===== src/uem_pkg.sv =====
// Purpose: constants for the uncorrectable error mask and severity bank
// Assumes: one aligned 32-bit word per register on apb
// Notes: bit positions follow the error status layout of the port
package uem_pkg;
	// ======================================================
	// register byte offsets
	localparam logic [11:0] UEM_SUPPRESS_OFS = 12'h108;
	localparam logic [11:0] UEM_FATALITY_OFS = 12'h10c;
	localparam logic [11:0] UEM_IRQ_STAT_OFS = 12'h200;
	localparam logic [11:0] UEM_IRQ_MASK_OFS = 12'h204;
	localparam logic [11:0] UEM_EVT_STAT_OFS = 12'h208;
	// ======================================================
	// error bit positions
	localparam int UEM_TRAIN_BIT = 0;
	localparam int UEM_DLP_BIT = 4;
	localparam int UEM_SDOWN_BIT = 5;
	localparam int UEM_POISON_BIT = 12;
	localparam int UEM_FCP_BIT = 13;
	localparam int UEM_CTO_BIT = 14;
	localparam int UEM_CA_BIT = 15;
	localparam int UEM_UC_BIT = 16;
	localparam int UEM_RXOVF_BIT = 17;
	localparam int UEM_MALF_BIT = 18;
	localparam int UEM_ECRC_BIT = 19;
	localparam int UEM_UR_BIT = 20;
	localparam int UEM_ACS_BIT = 21;
	// writable bits of both registers; bits 3:1, 11:6, 31:22 are reserved
	localparam logic [31:0] UEM_IMPL_MASK = 32'h003f_f031;
	// ======================================================
	// reset values
	localparam logic [31:0] UEM_SUPPRESS_RST = 32'h0000_0000;
	localparam logic [31:0] UEM_FATALITY_RST = 32'h0006_2031;
	localparam logic [1:0] UEM_IRQ_MASK_RST = 2'h0;
	// interrupt status layout
	localparam int UEM_IRQ_FATAL_BIT = 0;
	localparam int UEM_IRQ_NONFATAL_BIT = 1;
endpackage


===== src/uem_bank.sv =====
// Purpose: sticky mask and severity registers that gate error logging and messages
// Assumes: apb slave on pclk, error events are one-cycle pulses synchronous to pclk
// Notes: sticky registers reset only on the power-on reset, not on presetn
//
// Register access over APB was chosen for this implementation.
`timescale 1ns/1ns

// Operation
// - masked errors are neither logged nor reported
// - bit 0 masks training errors, resets zero
// - bit 4 masks data link protocol errors
// - bit 5 masks surprise down, downstream only
// - bit 12 masks poisoned packets
// - bit 13 masks flow control protocol errors
// - bit 14 masks completion timeout, resets zero
// - bit 15 masks completer abort, resets zero
// - bit 16 masks unexpected completion, resets zero
// - bit 17 masks receiver overflow
// - bit 18 masks malformed packets
// - bit 19 masks end-to-end crc errors
// - bit 20 masks unsupported request, resets zero
// - training severity resets fatal; bits 3:1 unsupported
// - surprise down severity only on downstream ports
module uem_bank
	import uem_pkg::*;
(
	input wire logic pclk,
	input wire logic presetn,
	input wire logic por_n,
	input wire logic clk_en,
	input wire logic downstream_port,
	input wire logic psel,
	input wire logic penable,
	input wire logic pwrite,
	input wire logic [11:0] paddr,
	input wire logic [31:0] pwdata,
	input wire logic [3:0] pstrb,
	output logic [31:0] prdata,
	output logic pready,
	output logic pslverr,
	input wire logic [31:0] err_event,
	output logic log_strobe,
	output logic [31:0] log_errors,
	output logic msg_fatal,
	output logic msg_nonfatal,
	output logic irq
);

	// ======================================================
	// bus decode
	logic wr_en;
	logic rd_en;
	logic [31:0] wmask;
	logic [31:0] suppress_q;
	logic [31:0] fatality_q;
	logic [1:0] irq_stat_q;
	logic [1:0] irq_mask_q;
	logic [31:0] seen_q;
	logic [31:0] impl_bits;
	logic [31:0] live;
	logic [1:0] irq_set;

	// byte-lane strobes widened to a bit mask
	function automatic logic [31:0] lane_mask(input logic [3:0] strb);
		lane_mask = {{8{strb[3]}}, {8{strb[2]}}, {8{strb[1]}}, {8{strb[0]}}};
	endfunction

	// merge a write into a register honouring lanes and writable bits
	function automatic logic [31:0] merge(input logic [31:0] old, input logic [31:0] wd,
			input logic [31:0] m);
		merge = (old & ~m) | (wd & m);
	endfunction

	// zero-wait slave: every access completes in its first access cycle
	assign pready = 1'b1;
	assign wr_en = psel & penable & pwrite & clk_en;
	assign rd_en = psel & penable & ~pwrite;
	assign wmask = lane_mask(pstrb);

	// surprise down bits are only implemented on downstream ports
	always_comb begin
		impl_bits = UEM_IMPL_MASK;
		impl_bits[UEM_SDOWN_BIT] = downstream_port;
	end

	// unmapped offsets answer with an error and read zero
	always_comb begin
		pslverr = 1'b0;
		if (psel && penable) begin
			unique case (paddr)
				UEM_SUPPRESS_OFS, UEM_FATALITY_OFS, UEM_IRQ_STAT_OFS,
				UEM_IRQ_MASK_OFS, UEM_EVT_STAT_OFS: pslverr = 1'b0;
				default: pslverr = 1'b1;
			endcase
		end
	end

	// ======================================================
	// sticky mask register; held across presetn, cleared only by power-on
	always_ff @(posedge pclk or negedge por_n) begin
		if (!por_n) begin
			suppress_q <= UEM_SUPPRESS_RST;
		end else if (wr_en && paddr == UEM_SUPPRESS_OFS) begin
			suppress_q <= merge(suppress_q, pwdata, wmask & impl_bits);
		end
	end

	// sticky severity register, one means fatal
	always_ff @(posedge pclk or negedge por_n) begin
		if (!por_n) begin
			fatality_q <= UEM_FATALITY_RST;
		end else if (wr_en && paddr == UEM_FATALITY_OFS) begin
			fatality_q <= merge(fatality_q, pwdata, wmask & impl_bits);
		end
	end

	// ======================================================
	// event gating: masked bits never reach log or message paths
	// each bit of live is one error type, e.g. bit 0 training, 4 data link,
	// 12 poisoned, 13 flow control, 17 overflow, 18 malformed, 19 crc
	assign live = err_event & impl_bits & ~suppress_q;

	// registered log and message strobes, one cycle each
	always_ff @(posedge pclk or negedge presetn) begin
		if (!presetn) begin
			log_strobe <= 1'b0;
			log_errors <= 32'h0000_0000;
			msg_fatal <= 1'b0;
			msg_nonfatal <= 1'b0;
		end else if (clk_en) begin
			log_strobe <= |live;
			log_errors <= live;
			msg_fatal <= |(live & fatality_q);
			msg_nonfatal <= |(live & ~fatality_q);
		end
	end

	// ======================================================
	// interrupt status: set wins over a write-one clear in the same cycle
	assign irq_set = {|(live & ~fatality_q), |(live & fatality_q)};

	always_ff @(posedge pclk or negedge presetn) begin
		if (!presetn) begin
			irq_stat_q <= 2'h0;
		end else if (clk_en) begin
			if (wr_en && paddr == UEM_IRQ_STAT_OFS && pstrb[0]) begin
				irq_stat_q <= (irq_stat_q & ~pwdata[1:0]) | irq_set;
			end else begin
				irq_stat_q <= irq_stat_q | irq_set;
			end
		end
	end

	// interrupt mask, one enables the matching status bit
	always_ff @(posedge pclk or negedge presetn) begin
		if (!presetn) begin
			irq_mask_q <= UEM_IRQ_MASK_RST;
		end else if (wr_en && paddr == UEM_IRQ_MASK_OFS && pstrb[0]) begin
			irq_mask_q <= pwdata[1:0];
		end
	end

	// level interrupt from flops so it never glitches
	always_ff @(posedge pclk or negedge presetn) begin
		if (!presetn) begin
			irq <= 1'b0;
		end else if (clk_en) begin
			irq <= |(irq_stat_q & irq_mask_q);
		end
	end

	// ======================================================
	// per-type unmasked event history, write one to clear, set wins
	always_ff @(posedge pclk or negedge presetn) begin
		if (!presetn) begin
			seen_q <= 32'h0000_0000;
		end else if (clk_en) begin
			if (wr_en && paddr == UEM_EVT_STAT_OFS) begin
				seen_q <= (seen_q & ~(pwdata & wmask)) | live;
			end else begin
				seen_q <= seen_q | live;
			end
		end
	end

	// ======================================================
	// read data, registered in the setup cycle ahead of the access cycle; reserved bits read zero
	always_ff @(posedge pclk or negedge presetn) begin
		if (!presetn) begin
			prdata <= 32'h0000_0000;
		end else if (clk_en) begin
			if (psel && !penable && !pwrite) begin
				unique case (paddr)
					UEM_SUPPRESS_OFS: prdata <= suppress_q & impl_bits;
					UEM_FATALITY_OFS: prdata <= fatality_q & impl_bits;
					UEM_IRQ_STAT_OFS: prdata <= {30'h0000_0000, irq_stat_q};
					UEM_IRQ_MASK_OFS: prdata <= {30'h0000_0000, irq_mask_q};
					UEM_EVT_STAT_OFS: prdata <= seen_q;
					default: prdata <= 32'h0000_0000;
				endcase
			end
		end
	end

	// rd_en kept for clarity of the access phase; data is already loaded in setup
	logic unused_rd;
	assign unused_rd = rd_en;

endmodule


===== config.mk =====
export PLATFORM = sky130hd
export DESIGN_NAME = uem_bank
export DESIGN_NICKNAME = d
export VERILOG_FILES = /design/src/uem_pkg.sv /design/src/uem_bank.sv
export SDC_FILE = /design/constraint.sdc
export NUM_CORES = 1
export LEC_CHECK = 0
export BUFFER_PORTS_ARGS = -buffer_cell sky130_fd_sc_hd__buf_2
export CORE_UTILIZATION = 30
export CTS_CLUSTER_SIZE = 12
export DETAILED_ROUTE_END_ITERATION = 16
export PLACE_DENSITY = 0.61
export SYNTH_ARGS = -nofsm -noshare
export SYNTH_HDL_FRONTEND = slang
export SYNTH_SLANG_ARGS = --single-unit

===== constraint.sdc =====
create_clock -name pclk -period 4.4 [get_ports pclk]
set_input_delay 0.22 -clock pclk [delete_from_list [all_inputs] [get_ports pclk]]
set_output_delay 0.22 -clock pclk [all_outputs]
set_load 0.05 [all_outputs]

==> results of run 1 <==
cells in the mapped netlist (2+ instances only):
cell       count  area share [%]
buf_1          2            0.15
a22oi_1        7             1.1
nand3b_1       2            0.30
o21ai_0       14             1.4
a22o_1        34             6.0
inv_1         11            0.83
nand2_1       37             2.8
and3b_1        2            0.35
nor4_1         2            0.25
a21boi_0      17             2.6
a31oi_1        3            0.38
mux2_2        43             9.7
nand4b_1       2            0.35
mux2i_1       15             3.0
clkbuf_1       9            0.68
buf_4         21             3.2
buf_2          4            0.40
or3_1          2            0.25
dfstp_2        6             3.2
nand3_1       11             1.1
nor3_1         5            0.50
a21oi_1       15             1.5
conb_1         2            0.15
nor2_1        19             1.4
a2111oi_0      3            0.53
nand4_1        3            0.38
nor4_4         2            0.85
nor2b_1       21             2.6
dfrtp_1      105              53
metal layers:
| metal | GRT usage [%] | wire length, um | vias to the layer above |
|---|---|---|---|
| met1 | 19.8 | 5820 | 1815 |
| met3 | 5.40 | 844 | 29 |
| li1 | - | - | 1734 |
| met4 | 5.48 | 317 | 0 |
| met5 | 0 | 0 | - |
| met2 | 26.3 | 6210 | 147 |
worst max path at each step:
| stage | depth (start not counted) | slack, ns | to | from |
|---|---|---|---|---|
| floorplan | 5 | 2.76 | flip-flop | paddr[1] |
| global placement | 5 | 1.91 | seen_q[4] | paddr[2] |
| detailed placement | 6 | 1.94 | prdata[7] | clk_en |
| CTS | 6 | 2.32 | prdata[7] | clk_en |
| global route | 5 | 2.12 | seen_q[4] | paddr[2] |
| finish | 5 | 2.28 | prdata[17] | paddr[2] |
layout by cell type (no fill, tap or decap), types with 2 or more instances in the layout:
cell	synthesis	routed
a22oi_1	7	7
dfstp_2	6	6
a22o_1	34	34
and3b_1	2	2
nor3_1	5	5
or3_1	2	2
a31oi_1	3	3
buf_4	21	3
clkinvlp_4	0	2
clkbuf_16	0	9
a21oi_1	15	15
nor4_4	2	2
a21boi_0	17	17
nand3_1	11	11
nand2_1	37	37
mux2_2	43	43
nor2_1	19	19
inv_8	0	2
inv_1	11	11
a2111oi_0	3	3
conb_1	2	20
nor2b_1	21	21
nor4_1	2	2
buf_2	4	117
nand3b_1	2	2
o21ai_0	14	14
dfrtp_1	105	105
mux2i_1	15	15
nand4b_1	2	2
nand4_1	3	3
cell type report:
class / instances / area, um2 / share of cell area [%]
clock inverter: 7 / 81.3 / 1.35
tap: 216 / 270 / 4.47
inverter: 11 / 41.3 / 0.683
antenna: 1 / 2.50 / 0.0414
sequential: 111 / 2790 / 46.1
multi-input combinational: 289 / 2020 / 33.4
timing repair buffer: 121 / 618 / 10.2
clock buffer: 9 / 225 / 3.73
report_power, final:
group / switching (mW) / internal, mW / total [mW] / leakage, nW
combinational: 0.164 / 0.0561 / 0.220 / 1.36
clock: 0.389 / 0.450 / 0.839 / 0.145
sequential: 0.00676 / 1.03 / 1.04 / 1.41
total: 0.560 / 1.54 / 2.10 / 2.91
logic make-up after synthesis:
| family | Yosys count | synth area share [%] |
|---|---|---|
| buffers and inverters | 47 | 5.21 |
| muxes | 58 | 12.7 |
| other | 2 | 0.150 |
| and+or+nand+nor | 116 | 12.6 |
| DFF | 111 | 55.7 |
| AOI/OAI and AO/OA | 95 | 13.7 |
metrics by stage:
step / setup WS, ns / hold WS [ns] / cells
3_3_place_gp: 1.91 / 0.253 / 747
3_5_place_dp: 1.94 / 0.269 / 747
2_1_floorplan: 2.76 / -0.0756 / 447
6_report: 2.28 / 0.0497 / 765
5_1_grt: 2.12 / 0.0412 / 764
4_1_cts: 2.32 / 0.0306 / 764
worst max-delay path: cells and delay by family:
kind | cells | cell delay [ns]
buffers and inverters | 1 | 0.30
AOI/OAI and AO/OA | 2 | 0.45
and+or+nand+nor | 2 | 1.40
==> metrics, run 1 <==
Mapped Area approximately 5000 um2; Post-DP HPWL approximately 9.7 mm; Final period util 48.1%; DRC viols 0; initial DRC count approximately 160; largest net degree at the start of global routing 86; Resize count post-CTS 0; Worst-Skew Late Latency 0.36 ns; sequential fraction of the synthesis area 55.7%; RR Endpoint msg_nonfatal; routed len/inst approximately 17 um; Hold Crit Endpoint seen_q[22]; ANT nets after route 0; Leak 2.91 nW; Die Area 17200 um2; endpoints failing setup 0; reg2reg path depth 5; first-pass GRT wire length 20.4 mm; setup bufs post-CTS 0; via count 3725; critical path required time 4.67 ns; post-synth cell types 39; YS warnings 0; status finished clean; Yosys reg bits 111; Clock Tree Buf Depth 2; Tightest Pin Transition 1.07 ns; average instance area after synthesis about 12 um2; Post-synth EDFFs 0; GRT Total Usage 16.1%; drt pass-1 iters 4; Synth-to-Final Area Change 20.9%; clk_skew approximately 0.0066 ns; cts bufs inserted 9; nature of the critical path endpoint flip-flop; Setup CP Type in2reg; Max-Cap Viols 0; setup TNS 0 ns; WP data arrival 2.39 ns; CTS tree done; reg-to-reg slack, setup 2.56 ns; initial antenna violation count 1; critical-path maximum fanout 22; GRT Residual Overflow 0; top_reg_cell synth dfrtp_1; Initial Util 31.1%; vias per cell 4.87; dpl cell area 5730 um2; slowest stage cell on the critical path nor2_1; routability cong. 0.805; post-layout instance area 6040 um2; Hold Crit Depth 2; Core ar. 16100 um2; clock-pin slew on the worst setup and hold paths around 0.070 ns; H-tree Lvls 3; PwrDens between 300 and 400 nW/um2; Synth Instances ~430; fin crit period 2.12 ns; number of global-route vias before repair ~3700; Critical Path Max Stage Delay about 0.91 ns; Tot Pwr 2.10 mW; Startpoint Class input port; nets 631; Slew headroom 28.4%; worst path cell trace buf_2, nand4b_1, nor2_1, a21oi_1, o21ai_0; CTS Root Cell clkbuf_16; Die W 131 um; fraction of layout cells with a size suffix above 1 34.7%; final wirelength 13.2 mm; port bufs 118; TritonCTS Sinks around 110; final hold vios 0; Slew Limit Fails 0; Post-CTS Hold Buffers 1; Core Rows 46; Util after Layout 37.6%; Die H approximately 130 um; FMAX between 0.4 and 0.5 GHz; Hold Startpoint pwdata[22]; Hold Path Class in2reg; Peak supply drop 173 uV; unrepaired setup endpoints after global routing false; filler cell count 1596; I/O pins about 160; async set-reset flop share out of synthesis 100%
Power figures use the tool's default switching activity.
==> run 2, diff against run 1 <==
- PLACE_DENSITY: 0.61 -> 0.63
- clock period: 4.4 -> 1.8 ns (I/O delays scaled with it)
==> run 2 against run 1 <==
Compared with the run above:
- worst setup slack worse by 2.3 ns
- combinational power grew to 2.8 times the previous value
- critical path type is now reg2reg
- power increased by 150%
- via count grew 5.1%
- design area increased by 7.6%
- non-clock buffer count up 50
- the run now ends with setup timing left
- utilization grew 2.8 points
- highest routed layer unchanged
- global-route usage grew 0.47 points
==> metrics, run 2 (synthesized netlist as in run 1, its figures left out) <==
CTS tree done; Tot Pwr 5.17 mW (+150%); FMAX 0.553 GHz; CTS Root Cell clkbuf_16; PwrDens 795 nW/um2 (+130%); critical-path maximum fanout 3 (-86%); post-layout instance area 6500 um2 (+7.6%); Bufs and invs on worst path 0 (-1); dpl cell area 5910 um2 (+3.2%); GRT Residual Overflow 0 (unchanged); ant diodes 0 (-1); Peak supply drop 477 uV (+180%); Tightest Pin Transition 0.653 ns (-0.420 ns); TritonCTS Sinks 111 (unchanged); Worst-Skew Late Latency 0.35 ns (about the same); number of global-route vias before repair 4046 (+8.2%); worst path cell trace and3b_1, nor2b_1, a2111oi_1, nand3_1, mux2_2; Core ar. 16100 um2 (unchanged); commonest non-fill, non-tap cell in the layout buf_2; WP data arrival 2.04 ns (-0.35 ns); Clock Tree Buf Depth 2 (unchanged); critical path required time 2.03 ns (-2.64 ns); Slew Limit Fails 0 (unchanged); Post-DP HPWL 10.1 mm (+4.7%); nets 681 (+7.9%); nature of the critical path endpoint flip-flop; port bufs 118 (unchanged); Critical Path Max Stage Delay 0.44 ns (-0.47 ns); routed len/inst 16.7 um (-3.1%); Max-Cap Viols 0 (unchanged); drt pass-1 iters 4 (unchanged); Sw Pwr 1.29 mW (+130%); fraction of layout cells with a size suffix above 1 35.5% (+0.78 points); Hold Path Class in2reg; Slew headroom 56.5% (+28 points); initial antenna violation count 0 (-1); failing checks setup timing; most frequent cells in the layout buf_2, dfrtp_1, mux2_2; Int Pwr 3.88 mW (+150%); Synth-to-Final Area Change 30.1%; final wirelength 13.6 mm (+3.1%); Top delay family on crit path simple AND/OR/NAND/NOR gates; worst setup slack after layout -0.00948 ns (-2.29 ns); Startpoint Class flip-flop; combinational power share 11.9% (+1.4 points); Clk pwr share 38.9% (-1.1 points); DRC viols 0 (unchanged); cts bufs inserted 9 (unchanged); GRT Total Usage 16.5% (+0.47 points); first-pass GRT wire length 21.4 mm (+4.9%); largest net degree at the start of global routing 49 (-43%); Die W 131 um (unchanged); via count 3915 (+5.1%); vias per cell 4.81 (-1.2%); endpoints failing setup 1 (+1); initial DRC count 181 (+10%); Leak 3.14 nW (+8.0%); Final period util 101%; clk_skew 0.00558 ns (-0.00106 ns); H-tree Lvls 3 (unchanged); final hold vios 0 (unchanged); I/O pins 158 (unchanged); Core Rows 46 (unchanged); Initial Util 31.1% (unchanged); clock-pin slew on the worst setup and hold paths 0.07 ns (about the same); Switching Fraction 25.0% (-1.7 points); routability cong. 0.840 (+4.4%); Die Area 17200 um2 (unchanged); fin crit period roughly 1.8 ns; Setup CP Type reg2reg; ANT nets after route 0 (unchanged); Reg power frac 49.2% (-0.3 points); Die H 131 um (unchanged); status finished, violations left; slowest stage cell on the critical path a2111oi_1
-- run 2: changes by cell type in the layout (fill, tap and decap cells not counted), sizes merged --
cell         delta
clkinvlp        -1
clkinv          -1
inv             -2
clkbuf          +4
buf            +23
dlygate4sd3    +27
diode           -1
-- run 2: area by class of cell --
type | instances | area (um2)
fillers | 1548 | 9560
inverters | 11 | 41.3
repair buffers | 171 | 1070
clock inverters | 3 | 42.5
clock buffers | 13 | 260
well taps | 216 | 270
multi-input cells | 289 | 2030
flip-flops and latches | 111 | 2790
-- run 2: repair_timing --
item,in CTS,in global routing
hold endpoints to repair,96,0
endpoints found under the setup margin,0,2
gates resized for setup,0,3
hold buffers,28,0
buffers inserted,0,0
-- run 2: worst reg2reg max path: stages (launching register included) --
cell       delay, ns
dfrtp_1         0.37
and3b_1         0.21
nor2b_1         0.14
a2111oi_1       0.44
nand3_1         0.23
mux2_2          0.31
-- run 2: worst paths after layout --
| check | slack (ns) | depth (start not counted) | to | from |
|---|---|---|---|---|
| max | -0.009 | 5 | msg_nonfatal | flip-flop |
| min | 0.02 | 2 | flip-flop | pwdata[17] |
| max reg2reg | -0.009 | 5 | msg_nonfatal | flip-flop |
| min reg2reg | 0.48 | 2 | prdata[0] | prdata[0] |
| max in group asynchronous | 0.89 | 3 | prdata[28] | presetn |
| min in group asynchronous | 0.29 | 2 | asynchronous set/reset pin | por_n |
-- run 2: metal layers --
layer	global-route usage, %	part of all wire, %	vias up	wire, um
li1	-	-	1835	-
met1	20.3	43	1918	5900
met2	28.5	48	141	6570
met3	3.61	6.1	21	829
met4	6.15	2.2	0	301
met5	0	0	-	0
-- run 2: through the flow --
stage	setup TNS, ns	setup slack [ns]	util, %	hold WS (ns)	cells
after CTS	0	0.0854	40.4	0.00784	814
after global routing	-0.195	-0.106	40.5	0.0195	814
final	-0.00948	-0.00948	40.5	0.0190	814
after global placement	-0.143	-0.0246	36.8	0.117	770
after detailed placement	-1.17	-0.115	36.8	0.124	770
after floorplan	0	0.285	-	-0.206	447
-- run 2: power groups by stage --
stage	clock network [mW]	registers (mW)	logic, mW
after floorplan	0	2.70	0.246
after global placement	0	2.59	0.563
after detailed placement	0	2.59	0.568
after CTS	2.07	2.54	0.619
after global routing	2.16	2.54	0.666
final	2.01	2.54	0.616
